==> src/ads_setup_defs.vh <==
// Constants for the device setup register block
`ifndef ADS_SETUP_DEFS_VH
`define ADS_SETUP_DEFS_VH

// ---------------------------------------------------------------------------
// Register map
// ---------------------------------------------------------------------------
`define ADS_DEVICE_SETUP_IDX    12'h020
`define ADS_DEVICE_SETUP_ADDR   12'h080
`define ADS_FLAG_STATUS_ADDR    12'h084
`define ADS_EVENT_CTRL_ADDR     12'h088
`define ADS_DEVICE_SETUP_RST    8'h10

// ---------------------------------------------------------------------------
// Field positions in device_setup
// ---------------------------------------------------------------------------
`define ADS_BIT_CLEAR_POLICY    7
`define ADS_BIT_IDLE_BEHAVIOUR  6
`define ADS_BIT_STATUS_APPEND   5
`define ADS_BIT_REGULATOR_ON    4
`define ADS_BIT_RESERVED_HI     3
`define ADS_BIT_INTERFACE_MODE  2
`define ADS_BIT_CYCLE_SELECT    1
`define ADS_BIT_RESERVED_LO     0

// ---------------------------------------------------------------------------
// Event control word fields
// ---------------------------------------------------------------------------
`define ADS_BIT_CFG_CMD         0

`endif

==> src/ads_setup.v <==
// Device setup register with limit flag store, reached over APB
// ---------------------------------------------------------------------------
// ---------------------------------------------------------------------------
//
// The APB slave port was decided locally.
`timescale 1ns/1ps
`default_nettype none
`include "ads_setup_defs.vh"

module ads_setup (
  input  wire        pclk,                  // Bus clock, 10 MHz
  input  wire        presetn,               // Asynchronous reset, active low
  input  wire        psel,                  // APB select
  input  wire        penable,               // APB access phase
  input  wire        pwrite,                // APB direction, high for write
  input  wire [11:0] paddr,                 // APB byte address
  input  wire [31:0] pwdata,                // APB write data
  input  wire [3:0]  pstrb,                 // APB byte strobes
  output wire        pready,                // APB ready, always high
  output reg  [31:0] prdata,                // APB read data
  output wire        pslverr,               // APB error on unmapped address
  input  wire        cfg_mode_cmd,          // Configuration mode command pulse
  input  wire [7:0]  upper_limit_hit,       // Per-channel upper threshold hit pulses
  input  wire [7:0]  lower_limit_hit,       // Per-channel lower threshold hit pulses
  input  wire [7:0]  in_hysteresis_band,    // Per-channel result back inside band
  output reg         hysteresis_clear_off,  // Clearing policy, high: no hysteresis
  output reg         output_idle_behaviour, // High: busy indication on data outputs
  output reg         status_append,         // High: status bits follow results
  output reg         internal_regulator_on, // Internal regulator enable
  output reg         conversion_mode,       // High: interface in conversion mode
  output reg         command_cycle_select,  // High: single-cycle command mode
  output reg  [7:0]  upper_limit_flag,      // Sticky upper limit flags
  output reg  [7:0]  lower_limit_flag       // Sticky lower limit flags
);

  // -------------------------------------------------------------------------
  // Address decode
  // -------------------------------------------------------------------------
  // Decode shared by write and read paths
  function [1:0] dec;
    input [11:0] a;
    begin
      case (a)
        `ADS_DEVICE_SETUP_ADDR: dec = 2'h1;
        `ADS_FLAG_STATUS_ADDR:  dec = 2'h2;
        `ADS_EVENT_CTRL_ADDR:   dec = 2'h3;
        default:                dec = 2'h0;
      endcase
    end
  endfunction

  wire       acc      = psel & penable;
  wire [1:0] sel      = dec(paddr);
  wire       wr_setup = acc & pwrite & (sel == 2'h1) & pstrb[0];
  wire       wr_ctrl  = acc & pwrite & (sel == 2'h3) & pstrb[0];
  wire       rd_flags = acc & ~pwrite & (sel == 2'h2);

  // Zero wait states keep the bus simple; nothing here is slow
  assign pready  = 1'b1;
  assign pslverr = acc & (sel == 2'h0);

  // -------------------------------------------------------------------------
  // Setup register
  // -------------------------------------------------------------------------
  reg  [7:0] setup_r;
  reg  [7:0] setup_nxt;
  wire       cfg_cmd = cfg_mode_cmd | (wr_ctrl & pwdata[`ADS_BIT_CFG_CMD]);

  // Write first, then the command clear of the mode bit overrides it
  always @* begin
    setup_nxt = setup_r;
    if (wr_setup) begin
      setup_nxt = pwdata[7:0];
    end
    if (cfg_cmd) begin
      setup_nxt[`ADS_BIT_INTERFACE_MODE] = 1'b0;
    end
  end

  always @(posedge pclk or negedge presetn) begin
    if (!presetn) begin
      setup_r <= `ADS_DEVICE_SETUP_RST;
    end else begin
      setup_r <= setup_nxt;
    end
  end

  // Field outputs registered from the next value so they track setup_r
  always @(posedge pclk or negedge presetn) begin
    if (!presetn) begin
      hysteresis_clear_off  <= 1'b0;
      output_idle_behaviour <= 1'b0;
      status_append         <= 1'b0;
      internal_regulator_on <= 1'b1;
      conversion_mode       <= 1'b0;
      command_cycle_select  <= 1'b0;
    end else begin
      hysteresis_clear_off  <= setup_nxt[`ADS_BIT_CLEAR_POLICY];
      output_idle_behaviour <= setup_nxt[`ADS_BIT_IDLE_BEHAVIOUR];
      status_append         <= setup_nxt[`ADS_BIT_STATUS_APPEND];
      internal_regulator_on <= setup_nxt[`ADS_BIT_REGULATOR_ON];
      conversion_mode       <= setup_nxt[`ADS_BIT_INTERFACE_MODE];
      command_cycle_select  <= setup_nxt[`ADS_BIT_CYCLE_SELECT];
    end
  end

  // -------------------------------------------------------------------------
  // Limit flags
  // -------------------------------------------------------------------------
  // Set wins over a read clear, yet a hit taken at the read's setup-phase edge misses prdata and is then cleared;
  // the band clear only acts with hysteresis in use (policy bit low)
  genvar g;
  generate
    for (g = 0; g < 8; g = g + 1) begin : g_flag
      always @(posedge pclk or negedge presetn) begin
        if (!presetn) begin
          upper_limit_flag[g] <= 1'b0;
          lower_limit_flag[g] <= 1'b0;
        end else begin
          if (upper_limit_hit[g]) begin
            upper_limit_flag[g] <= 1'b1;
          end else if (rd_flags) begin
            upper_limit_flag[g] <= 1'b0;
          end else if (!setup_r[`ADS_BIT_CLEAR_POLICY] && in_hysteresis_band[g]) begin
            upper_limit_flag[g] <= 1'b0;
          end
          if (lower_limit_hit[g]) begin
            lower_limit_flag[g] <= 1'b1;
          end else if (rd_flags) begin
            lower_limit_flag[g] <= 1'b0;
          end else if (!setup_r[`ADS_BIT_CLEAR_POLICY] && in_hysteresis_band[g]) begin
            lower_limit_flag[g] <= 1'b0;
          end
        end
      end
    end
  endgenerate

  // -------------------------------------------------------------------------
  // Read data
  // -------------------------------------------------------------------------
  // Registered in the setup phase so data is stable in the access phase
  always @(posedge pclk or negedge presetn) begin
    if (!presetn) begin
      prdata <= 32'h0000_0000;
    end else if (psel && !penable && !pwrite) begin
      case (sel)
        2'h1:    prdata <= {24'h00_0000, setup_nxt};
        2'h2:    prdata <= {16'h0000, upper_limit_flag, lower_limit_flag};
        default: prdata <= 32'h0000_0000;
      endcase
    end
  end

endmodule // ads_setup

`default_nettype wire

==> config.mk <==
export PLATFORM = sky130hd
export DESIGN_NAME = ads_setup
export DESIGN_NICKNAME = d
export VERILOG_FILES = /design/src/ads_setup.v
export VERILOG_INCLUDE_DIRS = /design/src /design/src/src
export SDC_FILE = /design/constraint.sdc
export NUM_CORES = 1
export LEC_CHECK = 0
export BUFFER_PORTS_ARGS = -buffer_cell sky130_fd_sc_hd__buf_2
export CELL_PAD_IN_SITES_DETAIL_PLACEMENT = 0
export CELL_PAD_IN_SITES_GLOBAL_PLACEMENT = 1
export CORE_UTILIZATION = 28
export DETAILED_ROUTE_END_ITERATION = 6
export PLACE_DENSITY_LB_ADDON = 0.3
export SYNTH_ARGS = -nofsm -noshare
export SYNTH_HDL_FRONTEND = slang
export SYNTH_SLANG_ARGS = --single-unit
==> constraint.sdc <==
create_clock -name pclk -period 2.2 [get_ports pclk]
set_input_delay 0.44 -clock pclk [delete_from_list [all_inputs] [get_ports pclk]]
set_output_delay 0.44 -clock pclk [all_outputs]
set_load 0.02 [all_outputs]
### After elaboration in Yosys (flattened, before gate mapping)

Index checks and enable logic that the tools add are counted.

| word-level totals | value |
|---|---|
| input bits | 78 |
| output and inout bits | 56 |
| memory bits (writable) | 0 |
| bits in registers | 62 |
| memories kept | 0 |
| memory bits (read-only) | 0 |
| bits in latches | 0 |

| cells by class | value |
|---|---|
| multipliers | 0 |
| bitwise logic cells | 12 |
| magnitude comparators | 0 |
| reduce and logical (&&, ||, !) cells | 30 |
| multiplexer cells | 36 |
| equality and inequality tests | 6 |
| shifts and indexed selects | 0 |
| add/sub/neg operators | 0 |
| divide/modulo/power cells | 0 |

Operators by type and width:

| kind | count |
|---|---|
| nonzero test 3 bit | 16 |
| equality test 12 x 8 -> 1 bit, second input constant | 3 |
| 2-to-1 mux 1 bit | 33 |
| one-hot mux 16 bit (2 select lines) | 1 |
| bitwise AND 1 bit | 10 |
| logical AND 1 bit | 10 |
| 2-to-1 mux 8 bit | 1 |
| one-hot mux 2 bit (3 select lines) | 1 |
| equality test 2 bit, second input constant | 2 |
| logical NOT 1 bit | 3 |
| equality test 2 x 1 -> 1 bit, second input constant | 1 |
| logical NOT 2 bit | 1 |
| NOT 1 bit | 1 |
| OR 1 bit | 1 |

### Longest topological paths before layout

Gate-level depths: netlist of the first run.

| depth | value |
|---|---|
| depth after elaboration | 9 |
| mapped depth | 9 |
| mapped depth without buffers | 7 |

### Worst setup path after synthesis of the first run

OpenSTA, ideal clock, no wires.

| timing | value |
|---|---|
| path type | input-to-reg |
| from | input paddr[1] |
| to | register prdata[6] |
| setup time | 0.069 ns |
| slack | 0.018 ns |
| buffers on the path | 2 |
| arrival time | 2.114 ns |
| stages | 9 |
| cells stage by stage | nor4_1 nand4b_1 or2_2 ha_1 and2_1 clkbuf_1 buf_2 nand3_1 nand3_1 |

| on the way | value |
|---|---|
| cells in the longest elaborated chain, start to end | 7 |

RTL lines:

| what | line | source |
|---|---|---|
| from (decl) | ads_setup.v:16 | `input wire [11:0] paddr,` |
| equality test 12 x 8 -> 1 bit | ads_setup.v:43 | `case (a)` |
| one-hot mux 2 bit (3 select lines) * | ads_setup.v:43 |  |
| equality test 2 x 1 -> 1 bit | ads_setup.v:54, ads_setup.v:147 |  |
| bitwise AND 1 bit (2 in a row) | ads_setup.v:54 | `wire wr_setup = acc & pwrite & (sel == 2'h1) & pstrb[0];` |
| 2-to-1 mux 8 bit | ads_setup.v:72 | `if (wr_setup) begin` |
| one-hot mux 16 bit (2 select lines) * | ads_setup.v:147 | `case (sel)` |
| to (signal assigned) | ads_setup.v:148 | `2'h1: prdata <= {24'h00_0000, setup_nxt};` |
| to (signal assigned) | ads_setup.v:149 | `2'h2: prdata <= {16'h0000, upper_limit_flag, lower_limit_flag};` |
| to (decl) | ads_setup.v:20 | `output reg [31:0] prdata,` |

Mark *: on every way between the ends. The rest lies on a longest branch, timed or not.
A chain may end at the register's enable or synchronous reset.

### Final worst setup path of the first run

| timing | value |
|---|---|
| from | input paddr[10] |
| to | output pslverr |

| on the way | value |
|---|---|
| cells in the longest elaborated chain, start to end | 4 |

RTL lines:

| what | line | source |
|---|---|---|
| equality test 12 x 8 -> 1 bit | ads_setup.v:43 |  |
| one-hot mux 2 bit (3 select lines) * | ads_setup.v:43 |  |
| logical NOT 2 bit * | ads_setup.v:60 | `assign pslverr = acc & (sel == 2'h0);` |
| bitwise AND 1 bit * | ads_setup.v:60 |  |
| to (decl) | ads_setup.v:21 | `output wire pslverr,` |

Marked as above.

==> results of run 1 <==
==> area by class of cell <==
cell class / instances / area share [%]
tap: 77 / 3.79
clock buffer: 7 / 3.40
sequential: 40 / 39.5
timing repair buffer: 96 / 21.1
clock inverter: 1 / 0.296
inverter: 1 / 0.148
multi-input combinational: 130 / 31.8
==> layer usage <==
layer | part of all wire [%] | vias up
met5 | 0 | -
met4 | 1.1 | 0
met3 | 9.2 | 6
met2 | 45 | 75
met1 | 44 | 753
li1 | - | 773
==> kinds of logic after synthesis <==
logic type                 Yosys count  share of synthesized area [%]
xor gates and xnor gates             1                          0.467
adders and majority gates            4                           2.67
other                                2                          0.400
AOI/OAI and AO/OA                   27                           9.33
buffers and inverters               26                           9.33
DFF                                 40                           53.4
and+or+nand+nor                     74                           20.2
muxes                                7                           4.20
==> stage by stage <==
step           util (%)  instances  total power [W]
2_1_floorplan         -        196         0.000895
3_3_place_gp       36.5        341         0.000967
3_5_place_dp       36.5        341         0.000968
4_1_cts            38.5        351          0.00149
5_1_grt            39.5        352          0.00155
6_report           39.5        352          0.00148
==> state kept, by name, indices dropped and copies added (netlist names) <==
| name | flops |
|---|---|
| hysteresis_clear_off | 1 |
| lower_limit_flag | 8 |
| prdata | 16 |
| setup_r | 7 |
| upper_limit_flag | 8 |
==> synth_stat cells <==
master,n
clkbuf_1,2
and4b_1,1
mux2_2,7
nor3b_2,1
nor2_1,1
nand2b_1,1
nand4b_1,2
nor4_1,2
dfstp_2,1
nand4_1,2
a21oi_1,10
nor2b_1,1
and4_1,1
or3b_1,1
o21ai_0,1
nand3_1,31
or2_2,1
nand2_2,1
nand2_1,25
inv_1,1
dfrtp_1,39
ha_1,4
buf_4,17
buf_6,1
conb_1,2
and3_1,1
buf_2,5
and2_1,2
a21o_1,16
xor2_1,1
==> worst max path at each step <==
stage | end | slack [ns] | cells after the start
after floorplan | prdata[6] | 0.02 | 9
after global placement | lower_limit_flag[4] | -0.14 | 8
after detailed placement | lower_limit_flag[4] | -0.15 | 8
after CTS | pslverr | 0.004 | 7
after global routing | pslverr | -0.007 | 7
final | pslverr | 0.06 | 7
==> timing repair <==
action,in CTS,in global routing
endpoints found under the setup margin,1,17
setup buffers,2,1
resized for setup,4,10
hold buffers,0,0
pin swaps,1,6
==> where the power goes <==
group	switching, W	total [W]	internal (W)
logic	0.000118	0.000192	0.0000741
registers	0.0000164	0.000771	0.000755
clock network	0.000259	0.000514	0.000255
total	0.000393	0.00148	0.00108
==> critical path, stage by stage <==
cell and delay, ns:
buf_6 0.09, nor4_4 0.24, nand4b_1 0.19, or2_4 0.31
ha_4 0.16, and3_4 0.14, buf_6 0.12
==> reports/results.tsv, run 1 <==
stage	metric	value	unit
pwr	Power per Cell Area	582	mW/mm²
critical_path	reg2reg end	upper_limit_flag[1]	
job	max_cap viols	0	
global_route	gr busiest metal	met2	
status	outcome	finished, violations left	
timing	pin slew with the least headroom to its limit	0.592	ns
logic_synthesis	top cells by area, synth	dfrtp_1 52%, nand3_1 8.3%, buf_4 6.8%	
floorplanning	core box area	0.00642	mm²
clock_tree	root buf cell	clkbuf_8	
global_route	Global Route met3 Usage	4.35	%
floorplanning	Core Rows	29	
logic_synthesis	Seq/Total Area, Yosys	53.4	%
clock_tree	latest clock arrival within the worst-skew pair	0.29	ns
clock_tree	Clk pin slew, worst setup/hold paths	0.08	ns
global_route	initial antenna violation count	0	
clock_tree	TritonCTS clock tree	yes	
routing	drc violations	15	
layout	fillers	690	
logic_synthesis	Yosys top cell by area	dfrtp_1	
layout	area of the multi-input gates	807	µm²
placed_design	DP Wirelength	3500	µm
routing	Routed Antenna Nets	0	
routing	Vias per Instance	4.57	
layout	commonest non-fill, non-tap cell in the layout	buf_2	
global_route	met2 Use GR	22.7	%
clock_tree	CTS Buf Count	5	
routing	First DRT Iteration DRCs	89	
pwr	Max IR drop VDD	0.211	mV
pwr	Pleak	1.38	nW
logic_synthesis	Synth cell types	30	
global_route	GRT Util Overall	13.9	%
floorplanning	Die H	83.9	µm
critical_path	worst reg2reg path depth	3	
layout	register area	0.00100	mm²
routing	routed wire length	4850	µm
timing	Hold Slack	0.202	ns
timing	final worst path period share	97.1	%
hold_path	Hold WC Path Type	input port to asynchronous set/reset pin	
global_route	gr ovfl total	0	
layout	final net count	356	
timing	clock skew	0.00452	ns
timing	final setup TNS	0	ns
routing	WL/cell	13.8	µm
logic_synthesis	Mapped Cells	181	
placed_design	buffers added on ports	89	
logic_synthesis	Post-Syn Area	0.00188	mm²
timing	min Tclk post-route	2.14	ns
critical_path	flop2flop setup slack	1.08	ns
timing	final setup vio count	0	
clock_tree	CTS H-Tree Depth	2	
clock_tree	maximum clock insertion buffer count	2	
critical_path	Arr. time, crit path	1.70	ns
floorplanning	Ports	134	
floorplanning	die width	83.9	µm
layout	most frequent cells in the layout	85 x buf_2, 39 x dfrtp_1, 31 x nand3_1, 25 x nand2_1, 17 x conb_1	
status	failing checks	DRC	
logic_synthesis	Syn. warnings	0	
timing	Worst slew margin	60.5	%
routing	DRT Pass-1 Iters	7	
logic_synthesis	area fraction of the dominant cell type after synthesis	52.0	%
critical_path	kind of critical path	input port to primary output	
global_route	met1 Use GR	17.9	%
floorplanning	full die area	0.00703	mm²
layout	share of layout cells above drive strength 1	43.3	%
critical_path	reg2reg start	hysteresis_clear_off	
global_route	first-pass GRT wire length	7660	µm
placed_design	DP Worst Slack	-0.155	ns
timing	post-route worst setup slack	0.0646	ns
layout	diode count	0	
global_route	largest net degree at the start of global routing	41	
critical_path	CP required	1.76	ns
placed_design	GP Congestion	0.732	
logic_synthesis	Mean Syn Cell Area	10.4	µm²
critical_path	CP Capture Type	primary output	
logic_synthesis	Yosys reg bits	40	
critical_path	Crit. Startpoint	paddr[10]	
layout	synthesis-to-layout area growth	35.3	%
timing	Max Slew Vio Count	0	
global_route	vias in the first global route	1560	
critical_path	crit path max fanout	4	
floorplanning	Starting Density	29.2	%
timing	fmax	468	MHz
timing	Hold Vio Cnt, Final	0	
clock_tree	Num Clock Sinks	40	
placed_design	Placed Instance Area	0.00235	mm²
routing	via count	1607	
critical_path	element type at the critical path start	input port	
layout	Post-Layout Inst Area	0.00254	mm²
Note: power is estimated with default switching activity, not from simulation.
==> inputs of run 2 (changes only) <==
CORE_ASPECT_RATIO = 1.5   (was default)
==> run 2 against run 1 <==
Compared with the run above:
- the flow now finishes without violations
- setup slack worse by 0.030 ns
- hold slack lost 0.11 ns
- largest cell class unchanged
- wire length fell by 1.2%
- utilization is 0.76 points lower
- register-to-register slack worse by 0.04 ns
- count of clock-buffer cells in the layout stayed put
==> reports/results.tsv, run 2 (same netlist as run 1, synthesis figures left out) <==
stage	metric	value	unit
layout	final net count	354	
layout	most frequent cells in the layout	88 x buf_2, 39 x dfrtp_1, 31 x nand3_1, 25 x nand2_1, 17 x conb_1	
critical_path	CP max stage delay	0.26	ns
timing	fmax	462	MHz
timing	RSZ-0062 raised after global routing	true	
floorplanning	Core Rows	36	
layout	synthesis-to-layout area growth	34.0	%
layout	share of layout cells above drive strength 1	43.2	%
routing	WL/cell	13.7	µm
placed_design	buffers added on ports	89	
clock_tree	Num Clock Sinks	40	
routing	First DRT Iteration DRCs	39	
routing	drc violations	0	
pwr	Pleak	1.37	nW
global_route	vias in the first global route	1516	
global_route	initial antenna violation count	0	
critical_path	critical path endpoint	pslverr	
floorplanning	Starting Density	28.9	%
critical_path	number of buffers and inverters on the critical path	3	
clock_tree	root buf cell	clkbuf_8	
floorplanning	die width	68.8	µm
layout	Finished Core Util	38.8	%
clock_tree	Clk pin slew, worst setup/hold paths	0.08	ns
layout	Top reg by flops	prdata	
timing	final setup vio count	0	
timing	min Tclk post-route	2.17	ns
critical_path	reg2reg start	hysteresis_clear_off	
timing	final setup TNS	0	ns
critical_path	kind of critical path	input port to primary output	
critical_path	flop2flop setup slack	1.04	ns
job	max_cap viols	0	
routing	DRT Pass-1 Iters	4	
global_route	first-pass GRT wire length	7180	µm
clock_tree	CTS H-Tree Depth	2	
floorplanning	Die H	102	µm
hold_path	Hold WC Path Type	input port to asynchronous set/reset pin	
layout	fillers	681	
pwr	Power per Cell Area	583	mW/mm²
timing	Max Slew Vio Count	0	
critical_path	worst reg2reg path depth	3	
pwr	Max IR drop VDD	0.244	mV
timing	Worst slew margin	57.7	%
routing	via count	1569	
floorplanning	full die area	0.00704	mm²
global_route	largest net degree at the start of global routing	25	
routing	routed wire length	4790	µm
placed_design	GP Congestion	0.687	
critical_path	CP Depth	8	
floorplanning	Ports	134	
timing	Hold Vio Cnt, Final	0	
critical_path	reg2reg end	upper_limit_flag[0]	
clock_tree	CTS hold repair buffers	0	
routing	Vias per Instance	4.50	
floorplanning	core box area	0.00649	mm²
global_route	GRT Util Overall	14.2	%
critical_path	crit-path cells	buf_2 -> nor4_4 -> nand4b_1 -> buf_4 -> nand2b_4 -> ha_4 -> and3_4 -> buf_6	
timing	pin slew with the least headroom to its limit	0.635	ns
critical_path	crit path max fanout	3	
clock_tree	latest clock arrival within the worst-skew pair	0.29	ns
global_route	gr ovfl total	0	
timing	final worst path period share	98.4	%
pwr	total power	0.00147	W
clock_tree	CTS Buf Count	5	
routing	Routed Antenna Nets	0	
critical_path	Arr. time, crit path	1.73	ns
critical_path	Crit. Startpoint	paddr[4]	
layout	commonest non-fill, non-tap cell in the layout	buf_2	
timing	clock skew	0.00992	ns
critical_path	CP required	1.76	ns
status	outcome	finished clean	
critical_path	CP Capture Type	primary output	
layout	max reg flops	16	
placed_design	DP Wirelength	3640	µm
layout	biggest regs	prdata x16, lower_limit_flag x8, upper_limit_flag x8	
critical_path	element type at the critical path start	input port	
critical_path	CP max stage cell	nor4_4	
clock_tree	maximum clock insertion buffer count	2	
critical_path	cell family with most CP delay	simple AND/OR/NAND/NOR gates	
clock_tree	TritonCTS clock tree	yes	
layout	diode count	0	
run 2: report_power, final:
group | leakage [nW] | switching [W] | total [W] | internal [W]
sequential | 0.504 | 0.0000161 | 0.000771 | 0.000755
combinational | 0.826 | 0.000117 | 0.000189 | 0.0000727
clock | 0.0445 | 0.000251 | 0.000506 | 0.000255
total | 1.37 | 0.000384 | 0.00147 | 0.00108
run 2: worst register-to-register path, cell delays in order, from the launching register on:
cell and delay (ns):
dfrtp_1 0.42, inv_1 0.27, a21oi_1 0.16, a21o_1 0.20
run 2: per-stage QoR:
stage               instance area (µm²)  hold slack (ns)  setup slack, ns  instances
global route                       2510            0.122          -0.0367        349
global placement                   2360            0.423           -0.170        340
CTS                                2470            0.101          0.00112        349
finish                             2510           0.0916           0.0341        349
floorplan                          1930            0.144           0.0175        196
detailed placement                 2360            0.430           -0.180        340
run 2: cell type report:
type | instances | area [µm²] | share of cell area [%]
Clock buffer | 7 | 86.3 | 3.43
Clock inverter | 1 | 7.51 | 0.299
Inverter | 1 | 3.75 | 0.149
Multi-Input combinational cell | 130 | 806 | 32.0
Sequential cell | 40 | 1000 | 39.9
Tap cell | 76 | 95.1 | 3.78
Timing Repair Buffer | 94 | 514 | 20.4
run 2: how the worst min path moves through the flow:
stage	startpoint	endpoint	slack [ns]	depth (start not counted)
floorplan	presetn	hysteresis_clear_off	0.14	0
global placement	presetn	prdata[14]	0.42	1
detailed placement	presetn	prdata[14]	0.43	1
CTS	presetn	prdata[14]	0.10	1
global route	presetn	prdata[14]	0.12	1
finish	presetn	prdata[14]	0.09	1
run 2: per-layer routing:
metal  wire, µm  global-route usage, %  share of wire (%)
met5          0                      0                  0
met4         81                   5.18                1.7
met3        238                   2.79                5.0
met2       2600                   25.8                 54
met1       1870                   15.9                 39
run 2: what timing repair did:
item                                    4_1_cts  5_1_grt
endpoints found under the setup margin        1       15
gates resized for setup                       2        9
hold endpoints to repair                      0        0
cloned                                        0        0
setup buffers                                 1        0
pin swaps                                     1        2
==> inputs of run 3 (changes only) <==
SETUP_SLACK_MARGIN = 0.5   (was default)
==> run 3 against run 2 <==
Compared with the run above:
- design area up 13%
- global-route usage up 0.91 points
- clock power about the same
- largest cell class is now multi-input gates
==> reports/results.tsv, run 3 (same netlist as run 1, synthesis figures left out) <==
stage	metric	value	unit
status	outcome	finished clean	
layout	synthesis-to-layout area growth	51.8	%
routing	Routed Antenna Nets	0	
layout	Finished Core Util	43.9	%
critical_path	CP max stage delay	0.28	ns
global_route	largest net degree at the start of global routing	27	
layout	most frequent cells in the layout	85 x buf_2, 39 x dfrtp_1, 25 x nand2_1, 23 x nand3_2, 17 x conb_1	
critical_path	CP required	1.76	ns
critical_path	most used cell, CP	buf_6	
routing	DRT Pass-1 Iters	4	
timing	Max Slew Vio Count	0	
layout	final net count	359	
timing	final setup vio count	0	
routing	WL/cell	14.3	µm
placed_design	DP Wirelength	3630	µm
timing	RSZ-0062 raised after global routing	true	
clock_tree	maximum clock insertion buffer count	2	
pwr	Reg power frac	51.9	%
timing	final worst path period share	94.8	%
global_route	gr ovfl total	0	
clock_tree	Num Clock Sinks	40	
routing	drc violations	0	
routing	via count	1615	
clock_tree	CTS Buf Count	5	
critical_path	crit-path cells	buf_6 -> nor4_4 -> nand4b_1 -> or2_4 -> ha_4 -> and3_4 -> buf_6	
global_route	vias in the first global route	1574	
routing	routed wire length	5070	µm
floorplanning	die width	68.8	µm
critical_path	crit path max fanout	3	
job	max_cap viols	0	
global_route	initial antenna violation count	0	
pwr	cell internal pwr	0.00109	W
timing	clock skew	0.00109	ns
clock_tree	CTS H-Tree Depth	2	
layout	share of layout cells above drive strength 1	57.2	%
global_route	first-pass GRT wire length	7680	µm
global_route	GRT Util Overall	15.1	%
routing	First DRT Iteration DRCs	56	
timing	Worst slew margin	51.7	%
placed_design	DP Worst Slack	0.00384	ns
critical_path	CP max stage cell	or2_4	
placed_design	GP Congestion	0.730	
timing	pin slew with the least headroom to its limit	0.723	ns
hold_path	Hold WC Path Type	input port to asynchronous set/reset pin	
floorplanning	Die H	102	µm
critical_path	worst reg2reg path depth	3	
critical_path	CP Capture Type	primary output	
pwr	clock group share of total power	34.1	%
pwr	sw frac	26.8	%
placed_design	buffers added on ports	89	
floorplanning	full die area	0.00704	mm²
floorplanning	Ports	134	
layout	commonest non-fill, non-tap cell in the layout	buf_2	
clock_tree	TritonCTS clock tree	yes	
timing	min Tclk post-route	2.09	ns
clock_tree	Clk pin slew, worst setup/hold paths	0.08	ns
pwr	Pleak	1.50	nW
timing	Hold Slack	0.150	ns
layout	diode count	0	
timing	Hold Vio Cnt, Final	0	
timing	post-route worst setup slack	0.113	ns
clock_tree	CTS hold repair buffers	0	
layout	biggest regs	prdata x16, lower_limit_flag x8, upper_limit_flag x8	
floorplanning	Starting Density	28.9	%
floorplanning	core box area	0.00649	mm²
floorplanning	Core Rows	36	
pwr	Power per Cell Area	524	mW/mm²
timing	final setup TNS	0	ns
pwr	Max IR drop VDD	0.254	mV
pwr	sw power	0.000400	W
pwr	Comb power frac	14.1	%
critical_path	Arr. time, crit path	1.65	ns
critical_path	kind of critical path	input port to primary output	
layout	max reg flops	16	
clock_tree	root buf cell	clkbuf_8	
routing	Vias per Instance	4.56	
layout	Top reg by flops	prdata	
clock_tree	latest clock arrival within the worst-skew pair	0.29	ns
timing	fmax	479	MHz
layout	fillers	653	
critical_path	element type at the critical path start	input port	
-- run 3: final cells by class --
cell class / instances / area, µm² / area share [%]
tap: 76 / 95.1 / 3.34
sequential: 40 / 1000 / 35.2
multi-input combinational: 131 / 1080 / 38.0
clock inverter: 1 / 7.51 / 0.264
timing repair buffer: 98 / 571 / 20.0
clock buffer: 7 / 86.3 / 3.03
inverter: 1 / 3.75 / 0.132
-- run 3: final timing paths --
check                                           from                   to  slack (ns)
worst max-delay path                        paddr[4]              pslverr        0.11
worst min-delay path                         presetn  upper_limit_flag[7]        0.15
worst max register to register  hysteresis_clear_off  upper_limit_flag[3]        0.82
worst min register to register            prdata[13]           prdata[13]        0.47
max in group asynchronous                    presetn           setup_r[4]        1.42
min in group pclk                       cfg_mode_cmd           setup_r[2]        0.32
-- run 3: critical path, delay by kind of cell --
family	cells	cell delay (ns)
adders and majority gates	1	0.15
buffers and inverters	2	0.21
and+or+nand+nor	4	0.84
-- run 3: power groups by stage --
stage	registers (W)	logic, W	clock network, W
after global routing	0.000778	0.000230	0.000562
after global placement	0.000786	0.000192	0
final	0.000775	0.000210	0.000509
after floorplan	0.000809	0.0000912	0
after CTS	0.000776	0.000213	0.000531
after detailed placement	0.000787	0.000194	0
-- run 3: routing by layer --
layer  GRT usage, %  vias to the layer above  part of all wire, %
li1               -                      782                    -
met1           17.2                      767                   39
met2           27.3                       62                   55
met3           3.35                        4                  5.2
met4           4.71                        0                 0.87
met5              0                        -                    0
-- run 3: what timing repair did --
action	in CTS	in global routing
resized for setup	40	8
pin swaps	21	8
setup buffers	3	1
gates cloned	1	0
setup endpoints to repair	40	41
-- run 3: per-stage QoR --
stage | power (W) | area (µm²) | instances
2_1_floorplan | 0.000900 | 2050 | 196
3_3_place_gp | 0.000979 | 2460 | 341
3_5_place_dp | 0.000981 | 2460 | 341
4_1_cts | 0.00152 | 2800 | 353
5_1_grt | 0.00157 | 2850 | 354
6_report | 0.00149 | 2850 | 354
